`config.mk`:
```
export PLATFORM = sky130hd
export DESIGN_NAME = ame_rule_eval
export DESIGN_NICKNAME = d
export VERILOG_FILES = /design/src/ame_pkg.sv /design/src/ame_tick.sv /design/src/ame_rule_eval.sv
export VERILOG_INCLUDE_DIRS = /design/src
export SDC_FILE = /design/constraint.sdc
export NUM_CORES = 1
export LEC_CHECK = 0
export ABC_AREA = 0
export BUFFER_PORTS_ARGS = -buffer_cell sky130_fd_sc_hd__clkbuf_2
export CAP_MARGIN = 5
export CELL_PAD_IN_SITES_DETAIL_PLACEMENT = 1
export CELL_PAD_IN_SITES_GLOBAL_PLACEMENT = 2
export CORE_AREA = 3 3 211 213
export DETAILED_ROUTE_END_ITERATION = 8
export DIE_AREA = 0 0 214 216
export PLACE_DENSITY_LB_ADDON = 0.1
export RECOVER_POWER = 25
export SKIP_LAST_GASP = 1
export SLEW_MARGIN = 20
export SYNTH_ARGS = -nofsm -noshare
export SYNTH_HDL_FRONTEND = slang
export SYNTH_SLANG_ARGS = --single-unit
```
`constraint.sdc`:
```
create_clock -name CLK -period 4.9 [get_ports CLK]
set_input_delay 0.98 -clock CLK [delete_from_list [all_inputs] [get_ports CLK]]
set_output_delay 0.98 -clock CLK [all_outputs]
set_load 0.01 [all_outputs]
```
`src/ame_map.svh`:
```
// Constant map for the matching rule evaluator
`ifndef AME_MAP_SVH
`define AME_MAP_SVH

`define AME_LAYER_OFF       2'h0
`define AME_LAYER_L2        2'h1
`define AME_LAYER_L3        2'h2
`define AME_LAYER_L4        2'h3

`define AME_L2_COUNT        2'h0
`define AME_L2_TYPE         2'h1
`define AME_L2_MAC          2'h2
`define AME_L2_BOTH         2'h3

`define AME_L3_RSVD_LO      2'h0
`define AME_L3_MASKED       2'h1
`define AME_L3_DUAL         2'h2
`define AME_L3_RSVD_HI      2'h3

`define AME_L4_PROTO        2'h0
`define AME_L4_TCP_PORT     2'h1
`define AME_L4_UDP_PORT     2'h2
`define AME_L4_TCP_SEQ      2'h3

`define AME_RANGE_OFF       2'h0
`define AME_RANGE_EITHER    2'h1
`define AME_RANGE_INSIDE    2'h2
`define AME_RANGE_OUTSIDE   2'h3

`define AME_CNT_W           11
`define AME_NUM_PORTS       7
`define AME_PORT_W          3
`define AME_RULES           16
`define AME_RULE_IDX_W      4

`define AME_CLK_PERIOD_NS   4
`define AME_US_NS           1000
`define AME_MS_US           1000
`define AME_US_CYCLES       (`AME_US_NS / `AME_CLK_PERIOD_NS)

`endif

```
`src/ame_pkg.sv`:
```
// Types shared by the matching rule evaluator
`include "ame_map.svh"

package ame_pkg;

  typedef struct packed {
    logic [1:0]  rule_layer_select;
    logic [1:0]  compare_option;
    logic        addr_side;
    logic        match_polarity;
    logic [47:0] mac_addr;
    logic [15:0] ethertype;
    logic [31:0] ip_addr;
    logic [31:0] ip_mask;
    logic [15:0] port_upper;
    logic [15:0] port_lower;
    logic [1:0]  range_check_mode;
    logic [7:0]  ip_transport_code;
    logic        flag_match_on;
    logic [7:0]  flag_ignore_bits;
    logic [7:0]  flag_value;
  } ame_rule_s;

  typedef struct packed {
    logic [1:0] action_priority_mode;
    logic [2:0] priority_value;
    logic       remark_enable_bit;
    logic [2:0] remark_value;
    logic [1:0] map_merge_mode;
    logic       count_unit_sel;
    logic       counter_algorithm;
  } ame_action_s;

  typedef struct packed {
    logic [47:0] dst_mac;
    logic [47:0] src_mac;
    logic [15:0] ethertype;
    logic        is_ipv4;
    logic [31:0] src_ip;
    logic [31:0] dst_ip;
    logic [7:0]  ip_proto;
    logic        is_tcp;
    logic        is_udp;
    logic [15:0] src_port;
    logic [15:0] dst_port;
    logic [31:0] tcp_seq;
    logic [7:0]  tcp_flags;
  } ame_hdr_s;

  typedef enum logic [1:0] {
    AME_CNT_IDLE = 2'b01,
    AME_CNT_RUN  = 2'b10
  } ame_cnt_e;

  typedef struct packed {
    logic                       result;
    logic                       result_valid;
    logic                       group_match;
    logic [`AME_RULE_IDX_W-1:0] group_action;
    logic [`AME_CNT_W-1:0]      cnt;
    ame_cnt_e                   cnt_state;
    logic [`AME_PORT_W-1:0]     port;
    logic [`AME_NUM_PORTS-1:0]  int_status;
    logic                       irq;
  } ame_state_s;

  typedef struct packed {
    logic [15:0] us_cnt;
    logic [15:0] ms_cnt;
    logic        us_tick;
    logic        ms_tick;
  } ame_tick_s;

endpackage

```
`src/ame_tick.sv`:
```
// Microsecond and millisecond tick generator for count mode
`timescale 1ns/1ps
`default_nettype none
`include "ame_map.svh"

module ame_tick #(
  parameter int US_CYCLES = `AME_US_CYCLES,
  parameter int MS_US     = `AME_MS_US
) (
  input  wire logic CLK,
  input  wire logic RST_N,
  output logic      US_TICK,
  output logic      MS_TICK
);

  ame_pkg::ame_tick_s st_r;
  ame_pkg::ame_tick_s st_nxt;

  always_comb begin
    st_nxt = st_r;
    st_nxt.us_tick = 1'b0;
    st_nxt.ms_tick = 1'b0;
    if (st_r.us_cnt == 16'(US_CYCLES - 1)) begin
      st_nxt.us_cnt  = 16'h0000;
      st_nxt.us_tick = 1'b1;
      // Millisecond cascades off microseconds to keep both counters short
      if (st_r.ms_cnt == 16'(MS_US - 1)) begin
        st_nxt.ms_cnt  = 16'h0000;
        st_nxt.ms_tick = 1'b1;
      end else begin
        st_nxt.ms_cnt = st_r.ms_cnt + 16'h0001;
      end
    end else begin
      st_nxt.us_cnt = st_r.us_cnt + 16'h0001;
    end
  end

  always_ff @(posedge CLK or negedge RST_N) begin
    if (!RST_N) begin
      st_r <= '0;
    end else begin
      st_r <= st_nxt;
    end
  end

  assign US_TICK = st_r.us_tick;
  assign MS_TICK = st_r.ms_tick;

endmodule // ame_tick

`default_nettype wire

```
`src/ame_rule_eval.sv`:
```
// One access-control matching rule with count mode and group combine
`timescale 1ns/1ps
`default_nettype none
`include "ame_map.svh"

module ame_rule_eval #(
  parameter int RULE_INDEX = 0,
  parameter int US_CYCLES  = `AME_US_CYCLES,
  parameter int MS_US      = `AME_MS_US
) (
  input  wire logic                       CLK,
  input  wire logic                       RST_N,
  input  wire ame_pkg::ame_rule_s         RULE_CFG,
  input  wire ame_pkg::ame_action_s       ACTION_CFG,
  input  wire logic [`AME_RULES-1:0]      RULE_GROUP_BITS,
  input  wire logic [`AME_RULE_IDX_W-1:0] ACTION_POINTER,
  input  wire logic [`AME_RULES-1:0]      PEER_RESULTS,
  input  wire logic                       FRAME_VALID,
  input  wire ame_pkg::ame_hdr_s          FRAME_HDR,
  input  wire logic [`AME_PORT_W-1:0]     FRAME_PORT,
  input  wire logic [`AME_NUM_PORTS-1:0]  PORT_INT_MASK,
  input  wire logic [`AME_NUM_PORTS-1:0]  PORT_INT_CLEAR,
  output logic                            RULE_RESULT,
  output logic                            RESULT_VALID,
  output logic                            GROUP_MATCH,
  output logic [`AME_RULE_IDX_W-1:0]      GROUP_ACTION,
  output logic [`AME_CNT_W-1:0]           COUNT_NOW,
  output logic [`AME_NUM_PORTS-1:0]       PORT_INT_STATUS,
  output logic                            PORT_IRQ
);

  ////////////////////////////////////////////////////////////////////////////
  // Time base

  logic us_tick;
  logic ms_tick;
  logic unit_tick;

  ame_tick #(
    .US_CYCLES (US_CYCLES),
    .MS_US     (MS_US)
  ) u_tick (
    .CLK     (CLK),
    .RST_N   (RST_N),
    .US_TICK (us_tick),
    .MS_TICK (ms_tick)
  );

  assign unit_tick = ACTION_CFG.count_unit_sel ? ms_tick : us_tick;

  ////////////////////////////////////////////////////////////////////////////
  // Field selection

  logic [47:0]           mac_sel;
  logic [31:0]           ip_sel;
  logic [15:0]           port_sel;
  logic [`AME_CNT_W-1:0] count_value;

  assign mac_sel  = RULE_CFG.addr_side ? FRAME_HDR.src_mac  : FRAME_HDR.dst_mac;
  assign ip_sel   = RULE_CFG.addr_side ? FRAME_HDR.src_ip   : FRAME_HDR.dst_ip;
  assign port_sel = RULE_CFG.addr_side ? FRAME_HDR.src_port : FRAME_HDR.dst_port;

  assign count_value = {ACTION_CFG.action_priority_mode,
                        ACTION_CFG.priority_value,
                        ACTION_CFG.remark_enable_bit,
                        ACTION_CFG.remark_value,
                        ACTION_CFG.map_merge_mode};

  ////////////////////////////////////////////////////////////////////////////
  // Comparisons

  logic type_eq;
  logic mac_eq;
  logic ip_masked_eq;
  logic ip_dual_eq;
  logic in_range;
  logic port_ok;
  logic flag_ok;
  logic seq_eq;
  logic proto_eq;
  logic cond;
  logic rule_live;
  logic rule_hit;
  logic count_mode;

  assign type_eq      = FRAME_HDR.ethertype == RULE_CFG.ethertype;
  assign mac_eq       = mac_sel == RULE_CFG.mac_addr;
  assign ip_masked_eq = ((ip_sel ^ RULE_CFG.ip_addr) & ~RULE_CFG.ip_mask) == 32'h0000_0000;
  assign ip_dual_eq   = (FRAME_HDR.src_ip == RULE_CFG.ip_addr) &&
                        (FRAME_HDR.dst_ip == RULE_CFG.ip_mask);
  assign in_range     = (port_sel >= RULE_CFG.port_lower) && (port_sel <= RULE_CFG.port_upper);
  assign seq_eq       = FRAME_HDR.tcp_seq == {RULE_CFG.port_upper, RULE_CFG.port_lower};
  assign proto_eq     = FRAME_HDR.is_ipv4 &&
                        (FRAME_HDR.ip_proto == RULE_CFG.ip_transport_code);
  // Flags only exist in TCP, so a UDP frame never passes an enabled flag test
  assign flag_ok      = !RULE_CFG.flag_match_on ||
                        (FRAME_HDR.is_tcp &&
                         (((FRAME_HDR.tcp_flags ^ RULE_CFG.flag_value) &
                           ~RULE_CFG.flag_ignore_bits) == 8'h00));
  assign count_mode   = (RULE_CFG.rule_layer_select == `AME_LAYER_L2) &&
                        (RULE_CFG.compare_option == `AME_L2_COUNT);

  always_comb begin
    unique case (RULE_CFG.range_check_mode)
      `AME_RANGE_OFF:    port_ok = 1'b1;
      `AME_RANGE_EITHER: port_ok = (port_sel == RULE_CFG.port_upper) ||
                                   (port_sel == RULE_CFG.port_lower);
      `AME_RANGE_INSIDE: port_ok = in_range;
      default:           port_ok = !in_range;
    endcase
  end

  always_comb begin
    cond      = 1'b0;
    rule_live = 1'b1;
    unique case (RULE_CFG.rule_layer_select)
      `AME_LAYER_OFF: begin
        rule_live = 1'b0;
      end
      `AME_LAYER_L2: begin
        unique case (RULE_CFG.compare_option)
          `AME_L2_TYPE: cond = type_eq;
          `AME_L2_MAC:  cond = mac_eq;
          default:      cond = type_eq && mac_eq;
        endcase
      end
      `AME_LAYER_L3: begin
        unique case (RULE_CFG.compare_option)
          `AME_L3_MASKED: cond = FRAME_HDR.is_ipv4 && ip_masked_eq;
          `AME_L3_DUAL:   cond = FRAME_HDR.is_ipv4 && ip_dual_eq;
          default:        rule_live = 1'b0;
        endcase
      end
      default: begin
        unique case (RULE_CFG.compare_option)
          `AME_L4_PROTO:    cond = proto_eq;
          `AME_L4_TCP_PORT: cond = FRAME_HDR.is_tcp && port_ok && flag_ok;
          `AME_L4_UDP_PORT: cond = FRAME_HDR.is_udp && port_ok;
          default:          cond = FRAME_HDR.is_tcp && seq_eq && flag_ok;
        endcase
      end
    endcase
  end

  assign rule_hit = rule_live && (RULE_CFG.match_polarity ? cond : !cond);

  ////////////////////////////////////////////////////////////////////////////
  // Group combine

  logic [`AME_RULES-1:0] all_results;
  logic                  group_hit;

  always_comb begin
    all_results             = PEER_RESULTS;
    all_results[RULE_INDEX] = rule_hit;
  end

  // An empty group never fires, so an unprogrammed entry stays quiet
  assign group_hit = (RULE_GROUP_BITS != '0) &&
                     (&(all_results | ~RULE_GROUP_BITS));

  ////////////////////////////////////////////////////////////////////////////
  // State update

  ame_pkg::ame_state_s st_r;
  ame_pkg::ame_state_s st_nxt;
  logic                cnt_event;
  logic                cnt_hit;

  assign cnt_hit = FRAME_VALID && count_mode && rule_hit;

  always_comb begin
    st_nxt              = st_r;
    st_nxt.result_valid = 1'b0;
    cnt_event           = 1'b0;
    if (FRAME_VALID) begin
      st_nxt.result       = rule_hit;
      st_nxt.result_valid = 1'b1;
      st_nxt.group_match  = group_hit;
      st_nxt.group_action = ACTION_POINTER;
    end
    if (!count_mode) begin
      st_nxt.cnt       = '0;
      st_nxt.cnt_state = ame_pkg::AME_CNT_IDLE;
    end else if (ACTION_CFG.counter_algorithm) begin
      st_nxt.cnt_state = ame_pkg::AME_CNT_IDLE;
      if (cnt_hit) begin
        st_nxt.port = FRAME_PORT;
        // Tick input ignored here; only frames advance the count
        if (st_r.cnt + `AME_CNT_W'(1) >= count_value) begin
          cnt_event  = 1'b1;
          st_nxt.cnt = '0;
        end else begin
          st_nxt.cnt = st_r.cnt + `AME_CNT_W'(1);
        end
      end
    end else begin
      unique case (st_r.cnt_state)
        ame_pkg::AME_CNT_IDLE: begin
          if (cnt_hit) begin
            st_nxt.port      = FRAME_PORT;
            st_nxt.cnt       = count_value;
            st_nxt.cnt_state = ame_pkg::AME_CNT_RUN;
          end
        end
        ame_pkg::AME_CNT_RUN: begin
          if (cnt_hit) begin
            // A fresh frame beats a tick in the same cycle
            st_nxt.port = FRAME_PORT;
            st_nxt.cnt  = count_value;
          end else if (unit_tick) begin
            if (st_r.cnt <= `AME_CNT_W'(1)) begin
              cnt_event        = 1'b1;
              st_nxt.cnt       = '0;
              st_nxt.cnt_state = ame_pkg::AME_CNT_IDLE;
            end else begin
              st_nxt.cnt = st_r.cnt - `AME_CNT_W'(1);
            end
          end
        end
        default: begin
          st_nxt.cnt       = '0;
          st_nxt.cnt_state = ame_pkg::AME_CNT_IDLE;
        end
      endcase
    end
    // Set wins over a clear landing in the same cycle
    st_nxt.int_status = st_r.int_status & ~PORT_INT_CLEAR;
    if (cnt_event) begin
      st_nxt.int_status[st_nxt.port] = 1'b1;
    end
    st_nxt.irq = |(st_nxt.int_status & ~PORT_INT_MASK);
  end

  always_ff @(posedge CLK or negedge RST_N) begin
    if (!RST_N) begin
      st_r           <= '0;
      st_r.cnt_state <= ame_pkg::AME_CNT_IDLE;
    end else begin
      st_r <= st_nxt;
    end
  end

  ////////////////////////////////////////////////////////////////////////////
  // Outputs

  assign RULE_RESULT     = st_r.result;
  assign RESULT_VALID    = st_r.result_valid;
  assign GROUP_MATCH     = st_r.group_match;
  assign GROUP_ACTION    = st_r.group_action;
  assign COUNT_NOW       = st_r.cnt;
  assign PORT_INT_STATUS = st_r.int_status;
  assign PORT_IRQ        = st_r.irq;

endmodule // ame_rule_eval

`default_nettype wire

```
---- After elaboration in Yosys (flattened, before gate mapping) ----
Cells that the tools add are included.
word-level totals
  bits of input ports ..................... 521
  bits in registers ....................... 65
  output and inout port bits .............. 26
  logic and storage cells ................. 137
operators by class
  bitwise logic cells ..................... 13
  muxes and demuxes ....................... 42
  add/subtract/negate cells ............... 4
  eq/ne operators ......................... 25
  magnitude comparators ................... 6
  reductions and logical operators ........ 34
operators by type and width
  operator                                                number
  equality test 32 bit                                    3
  two-way mux 16 bit                                      5
  equality test 16 bit                                    3
  equality test 48 bit                                    1
  two-way mux 48 bit                                      1
  two-way mux 11 bit                                      4
  adder 16 x 1 -> 16 bit (second input constant)          2
  AND 32 bit                                              1
  logical NOT 32 bit                                      1
  two-way mux 32 bit                                      1
  NOT 32 bit                                              1
  bitwise XOR 32 bit                                      1
  two-way mux 13 bit                                      2
  case mux 13 bit (2 select lines)                        1
  inequality test 4 bit (second input constant)           5
  logical AND 1 bit                                       18
  equality test 16 x 10 -> 1 bit (second input constant)  1
  equality test 16 x 8 -> 1 bit (second input constant)   1
  >= comparator 16 bit                                    1
  less-or-equal comparator 16 bit                         1
  NOT 16 bit                                              1
  OR 16 bit                                               1
  AND reduction 16 bit                                    1
  nonzero test 16 bit                                     1
  34 further kinds                                        66

---- Depth between registers and ports, before layout ----
  depth in word-level cells ............... 25
  mapped depth ............................ 20
  depth with buffers taken out ............ 15

---- Modules after synthesis ----
A second synthesis with hierarchy kept.
second synthesis, totals
  cells, all modules ...................... 1,035
  area total of the unflattened synthesis .. 8,926.1 µm²
by module, submodules not included
  module         cells each  seq. area each (µm²)  area each (µm²)  instances
  ame_rule_eval  871         777.0                 7,184.4          1
  ame_tick       164         850.8                 1,741.7          1

---- Least setup slack after synthesis ----
No wires, ideal clock.
  path type ............................... input to register
  start point ............................. input RULE_CFG[188] (netlist bit)
  end point ............................... register st_r (netlist bit PORT_IRQ)
  path buffers ............................ 5
  cell stages on the path ................. 19
  data arrival time ....................... 5,272 ps
  path slack .............................. -461 ps
  data required time ...................... 4,810 ps
  library setup time ...................... 90 ps
  cells stage by stage .................... buf_6 > buf_4 > buf_6 > buf_2 > buf_1 > mux2_2 > ha_1 > nand4_1 > nor4_1 > nor4b_1 > nor2_1 > a2111oi_0 > a22oi_2 > xor2_4 > o31ai_1 > a221oi_4 > nand2b_1 > o32a_1 > o2111ai_1
RTL lines
  what                  line                  RTL
  from (decl)           ame_rule_eval.sv:13   input wire ame_pkg::ame_rule_s RULE_CFG,
  to (signal assigned)  ame_rule_eval.sv:240  st_r <= st_nxt;
  to (decl)             ame_rule_eval.sv:165  ame_pkg::ame_state_s st_r;

==> metrics.csv <==
stage,metric,value,unit
sta,final setup vio count,0,
die,die outline width,214,µm
worst_setup_path,most frequent CP cell,buf_4,
die,die area,46200,µm²
cts,worst skew pair latency,0.34,ns
worst_setup_path,Crit path depth,21,
flow_run,maximum capacitance violations,1,
power_and_ir_drop,Max rail drop VDD,0.152,mV
power_and_ir_drop,total power,0.00213,W
yosys,Synth async-reset ratio,100,%
power_and_ir_drop,pwr/cell area,163,nW/µm²
placed_design,routability cong.,0.881,
sta,Fin. Hold Viols,0,
sta,"Period Utilization, post-route",95.8,%
worst_setup_path,CP max FO,8,
drt,Detailed Routing Iterations Pass 1,4,
drt,DRC violations left,0,
placed_design,detailed placement HPWL,40.4,mm
die,Core ar.,42900,µm²
cts,clock sinks,65,
sta,Clock Skew,0.0102,ns
run_status,failing checks,"max-capacitance violations, max-slew violations",
worst_setup_path,worst endpoint required time,5.10,ns
power_and_ir_drop,Pint,0.00141,W
drt,Avg WL per Cell,20.5,µm
worst_setup_path,R2R cell count,12,
worst_setup_path,r2r startpoint,COUNT_NOW[2],
power_and_ir_drop,clock network power share,32.2,%
sta,"Slew Viols, Final",63,
grt,GRT Resource Usage Total,18.8,%
die,initial core utilization,20.4,%
yosys,Post-Synth XOR/XNOR Area,25.0,%
worst_setup_path,CP Cell Sequence,"buf_6, clkbuf_16, mux2_2, ha_1, nand4_1, buf_4, nor4_2, buf_4, nor4b_4, nor2_1, a2111oi_4, a22oi_2, buf_4, xor2_4, buf_4, o31a_1, a221oi_4, buf_6, mux2i_1, o2111ai_1, o2111ai_2",
sta,Max Fclk,213,MHz
yosys,simple-gate area share of the yosys netlist,16.4,%
drt,vias per cell,4.42,
yosys,Post-synth EDFFs,0,
drt,total number of vias,9740,
yosys,Post-Syn Nets,1603,
yosys,Post-Synth Adder-Cell Area,7.88,%
yosys,Synth Area in Compound Gates,11.8,%
drt,Iter 0 DRT Violations,219,
cts,"Reg clk slew, reported paths",0.06,ns
placed_design,port bufs,545,
sta,measured slew at the worst slew-check pin,1.64,ns
cells_and_area,layout cell share with drive strength beyond 1,42.7,%
yosys,syn_area_per_cell,8.50,µm²
worst_setup_path,critical path class,in2reg,
power_and_ir_drop,Seq pwr share,26.0,%
sta,RSZ-0062 raised after global routing,false,
yosys,mux share of post-synthesis cell area,13.0,%
cells_and_area,nets@finish,2181,
hold_path,hold crit path type,in2async,
cells_and_area,synthesis-to-finish area growth,49.2,%
worst_setup_path,critical path's top delay family,compound AO/OA/AOI/OAI gates,
power_and_ir_drop,Leak Pwr,6.55,nW
power_and_ir_drop,Comb pwr share,41.9,%
worst_setup_path,crit-path max cell delay,0.36,ns
cts,CTS buffer count,9,
die,Die H,216,µm
grt,largest net degree at the start of global routing,63,
drt,WL final,45.3,mm
worst_setup_path,Setup crit start,RULE_CFG[188],
yosys,Synthesis Warnings,0,
worst_setup_path,crit end category,flop,
run_status,status,"finished, violations left",
worst_setup_path,Crit-path slowest cell,a2111oi_4,
worst_setup_path,FF-to-FF setup slack,1.17,ns
grt,first-pass GRT wire length,66.5,mm
worst_setup_path,Reg2Reg Capture Point,COUNT_NOW[5],
power_and_ir_drop,switching pwr,0.000718,W
cts,Root Buffer,clkbuf_16,
die,Cell Rows,76,
cells_and_area,post-route core utilization,30.4,%
cts,H-tree levels,3,
die,I/O pin count,547,
yosys,"Cell Area, Synth",8730,µm²
grt,initial antenna violation count,7,
power_and_ir_drop,switching fraction of total power,33.7,%
yosys,largest family of logic cells by synthesized area,XOR/XNOR gates,
yosys,register bit total from synthesis,65,
sta,Slew HR,-9.54,%
worst_setup_path,CP Capture Point,PORT_IRQ,
yosys,Synth Instances,1027,
cts,CTS max path bufs,2,
grt,vias in the first global route,11000,
grt,gr ovfl total,0,
drt,Routed Antenna Nets,0,
yosys,Main synth FF type,dfrtp_1,
yosys,count of cell types in the netlist,66,
worst_setup_path,WP data arrival,4.89,ns
yosys,"Seq/Total Area, Yosys",18.6,%
worst_setup_path,Worst Path Buf+Inv,7,
worst_setup_path,Worst Setup Start Kind,input pin,
sta,fin crit period,4.69,ns
cts,CTS tree,built,
per-layer routing:
metal  vias up  share of wire, %  GRT usage [%]
met1      4561                41           21.6
met2       341                52           35.2
li1       4807                 -              -
met5         -                 0              0
met3        31               5.5           4.18
met4         0               1.7           4.55
registers in the layout, summed over array words and instances, names as in the netlist:
register,flops
PORT_IRQ,1
PORT_INT_STATUS,7
GROUP_MATCH,1
RULE_RESULT,1
u_tick.st_r,32
u_tick.US_TICK,1
COUNT_NOW,11
GROUP_ACTION,4
u_tick.MS_TICK,1
st_r,5
RESULT_VALID,1
cell usage in the layout (no fill, tap or decap), types with 5 or more instances in the layout:
| master | n |
|---|---|
| a21o_1 | 7 |
| a21oi_1 | 17 |
| a22oi_1 | 9 |
| and3_1 | 5 |
| buf_4 | 56 |
| clkbuf_16 | 13 |
| clkbuf_2 | 543 |
| dfrtp_1 | 64 |
| diode_2 | 8 |
| ha_1 | 53 |
| inv_1 | 83 |
| mux2_2 | 26 |
| mux2i_1 | 81 |
| nand2_1 | 54 |
| nand2b_1 | 9 |
| nand3_1 | 23 |
| nand4_1 | 47 |
| nor2_1 | 46 |
| nor3_1 | 13 |
| nor4_1 | 36 |
| nor4_2 | 5 |
| o21ai_0 | 35 |
| o22ai_1 | 29 |
| or4_1 | 6 |
| xnor2_1 | 155 |
| xor2_1 | 89 |
stage by stage:
stage	instances	setup TNS [ns]	setup slack, ns	hold WS (ns)	cell area, µm²
floorplan	1027	0	0.0302	0.437	8790
global placement	2172	-13.21	-0.899	0.454	12400
detailed placement	2172	-8.21	-0.510	0.462	12400
CTS	2187	0	0.0293	0.429	12700
global route	2202	0	0.0175	0.475	13000
finish	2203	0	0.206	0.468	13000
cell type report:
| cell class | count | area, µm² |
|---|---|---|
| Timing Repair Buffer | 613 | 3380 |
| Multi-Input combinational cell | 833 | 6640 |
| Clock inverter | 7 | 83.8 |
| Clock buffer | 9 | 225 |
| Fill cell | 5250 | 29900 |
| Tap cell | 585 | 732 |
| Sequential cell | 65 | 1630 |
| Inverter | 83 | 312 |
| Antenna cell | 8 | 20.0 |
kinds of logic (layout without fill, tap and decap cells):
family,count (synthesis),count (layout)
compound gates,148,148
xor+xnor,247,247
fa+ha+maj,55,55
buf+inv,129,712
flops,65,65
mux,110,110
other cells,0,8
simple gates,273,273
power by group through the flow:
stage	Clock [W]	Sequential (W)	Combinational, W
6_report	0.000685	0.000553	0.000891
5_1_grt	0.000729	0.000554	0.000986
4_1_cts	0.000709	0.000554	0.000869
3_5_place_dp	0	0.000564	0.000864
3_3_place_gp	0	0.000563	0.000855
2_1_floorplan	0	0.000563	0.000408
worst min path at each step:
| stage | slack, ns | endpoint | cells past startpoint |
|---|---|---|---|
| final | 0.47 | COUNT_NOW[4] | 1 |
| after global routing | 0.48 | COUNT_NOW[5] | 1 |
| after CTS | 0.43 | COUNT_NOW[4] | 1 |
| after global placement | 0.45 | u_tick.st_r[33] | 1 |
| after detailed placement | 0.46 | u_tick.st_r[33] | 1 |
| after floorplan | 0.44 | u_tick.st_r[33] | 1 |
Yosys cell counts, drive strengths merged (9+ instances only):
master	n	share of area [%]
xnor2	157	16
xor2	90	9.2
mux2i	84	9.6
inv	83	3.6
dfrtp	64	18
ha	55	7.9
nand2	54	2.3
nor2	49	2.1
nand4	47	3.4
nor4	42	3.0
o21ai	36	2.1
buf	35	3.2
o22ai	29	2.1
mux2	26	3.4
nand3	23	1.3
a21oi	17	0.97
nor3	15	0.86
clkbuf	11	0.47
a22oi	10	0.92
nand2b	9	0.64
timing repair:
action,in CTS,in global routing
hold endpoints to repair,0,0
setup endpoints to repair,17,20
gates cloned,0,4
pin swaps,0,12
gates resized for setup,0,26
hold buffers,0,0
setup buffers,0,4
Note: power is estimated with default switching activity, not from simulation.
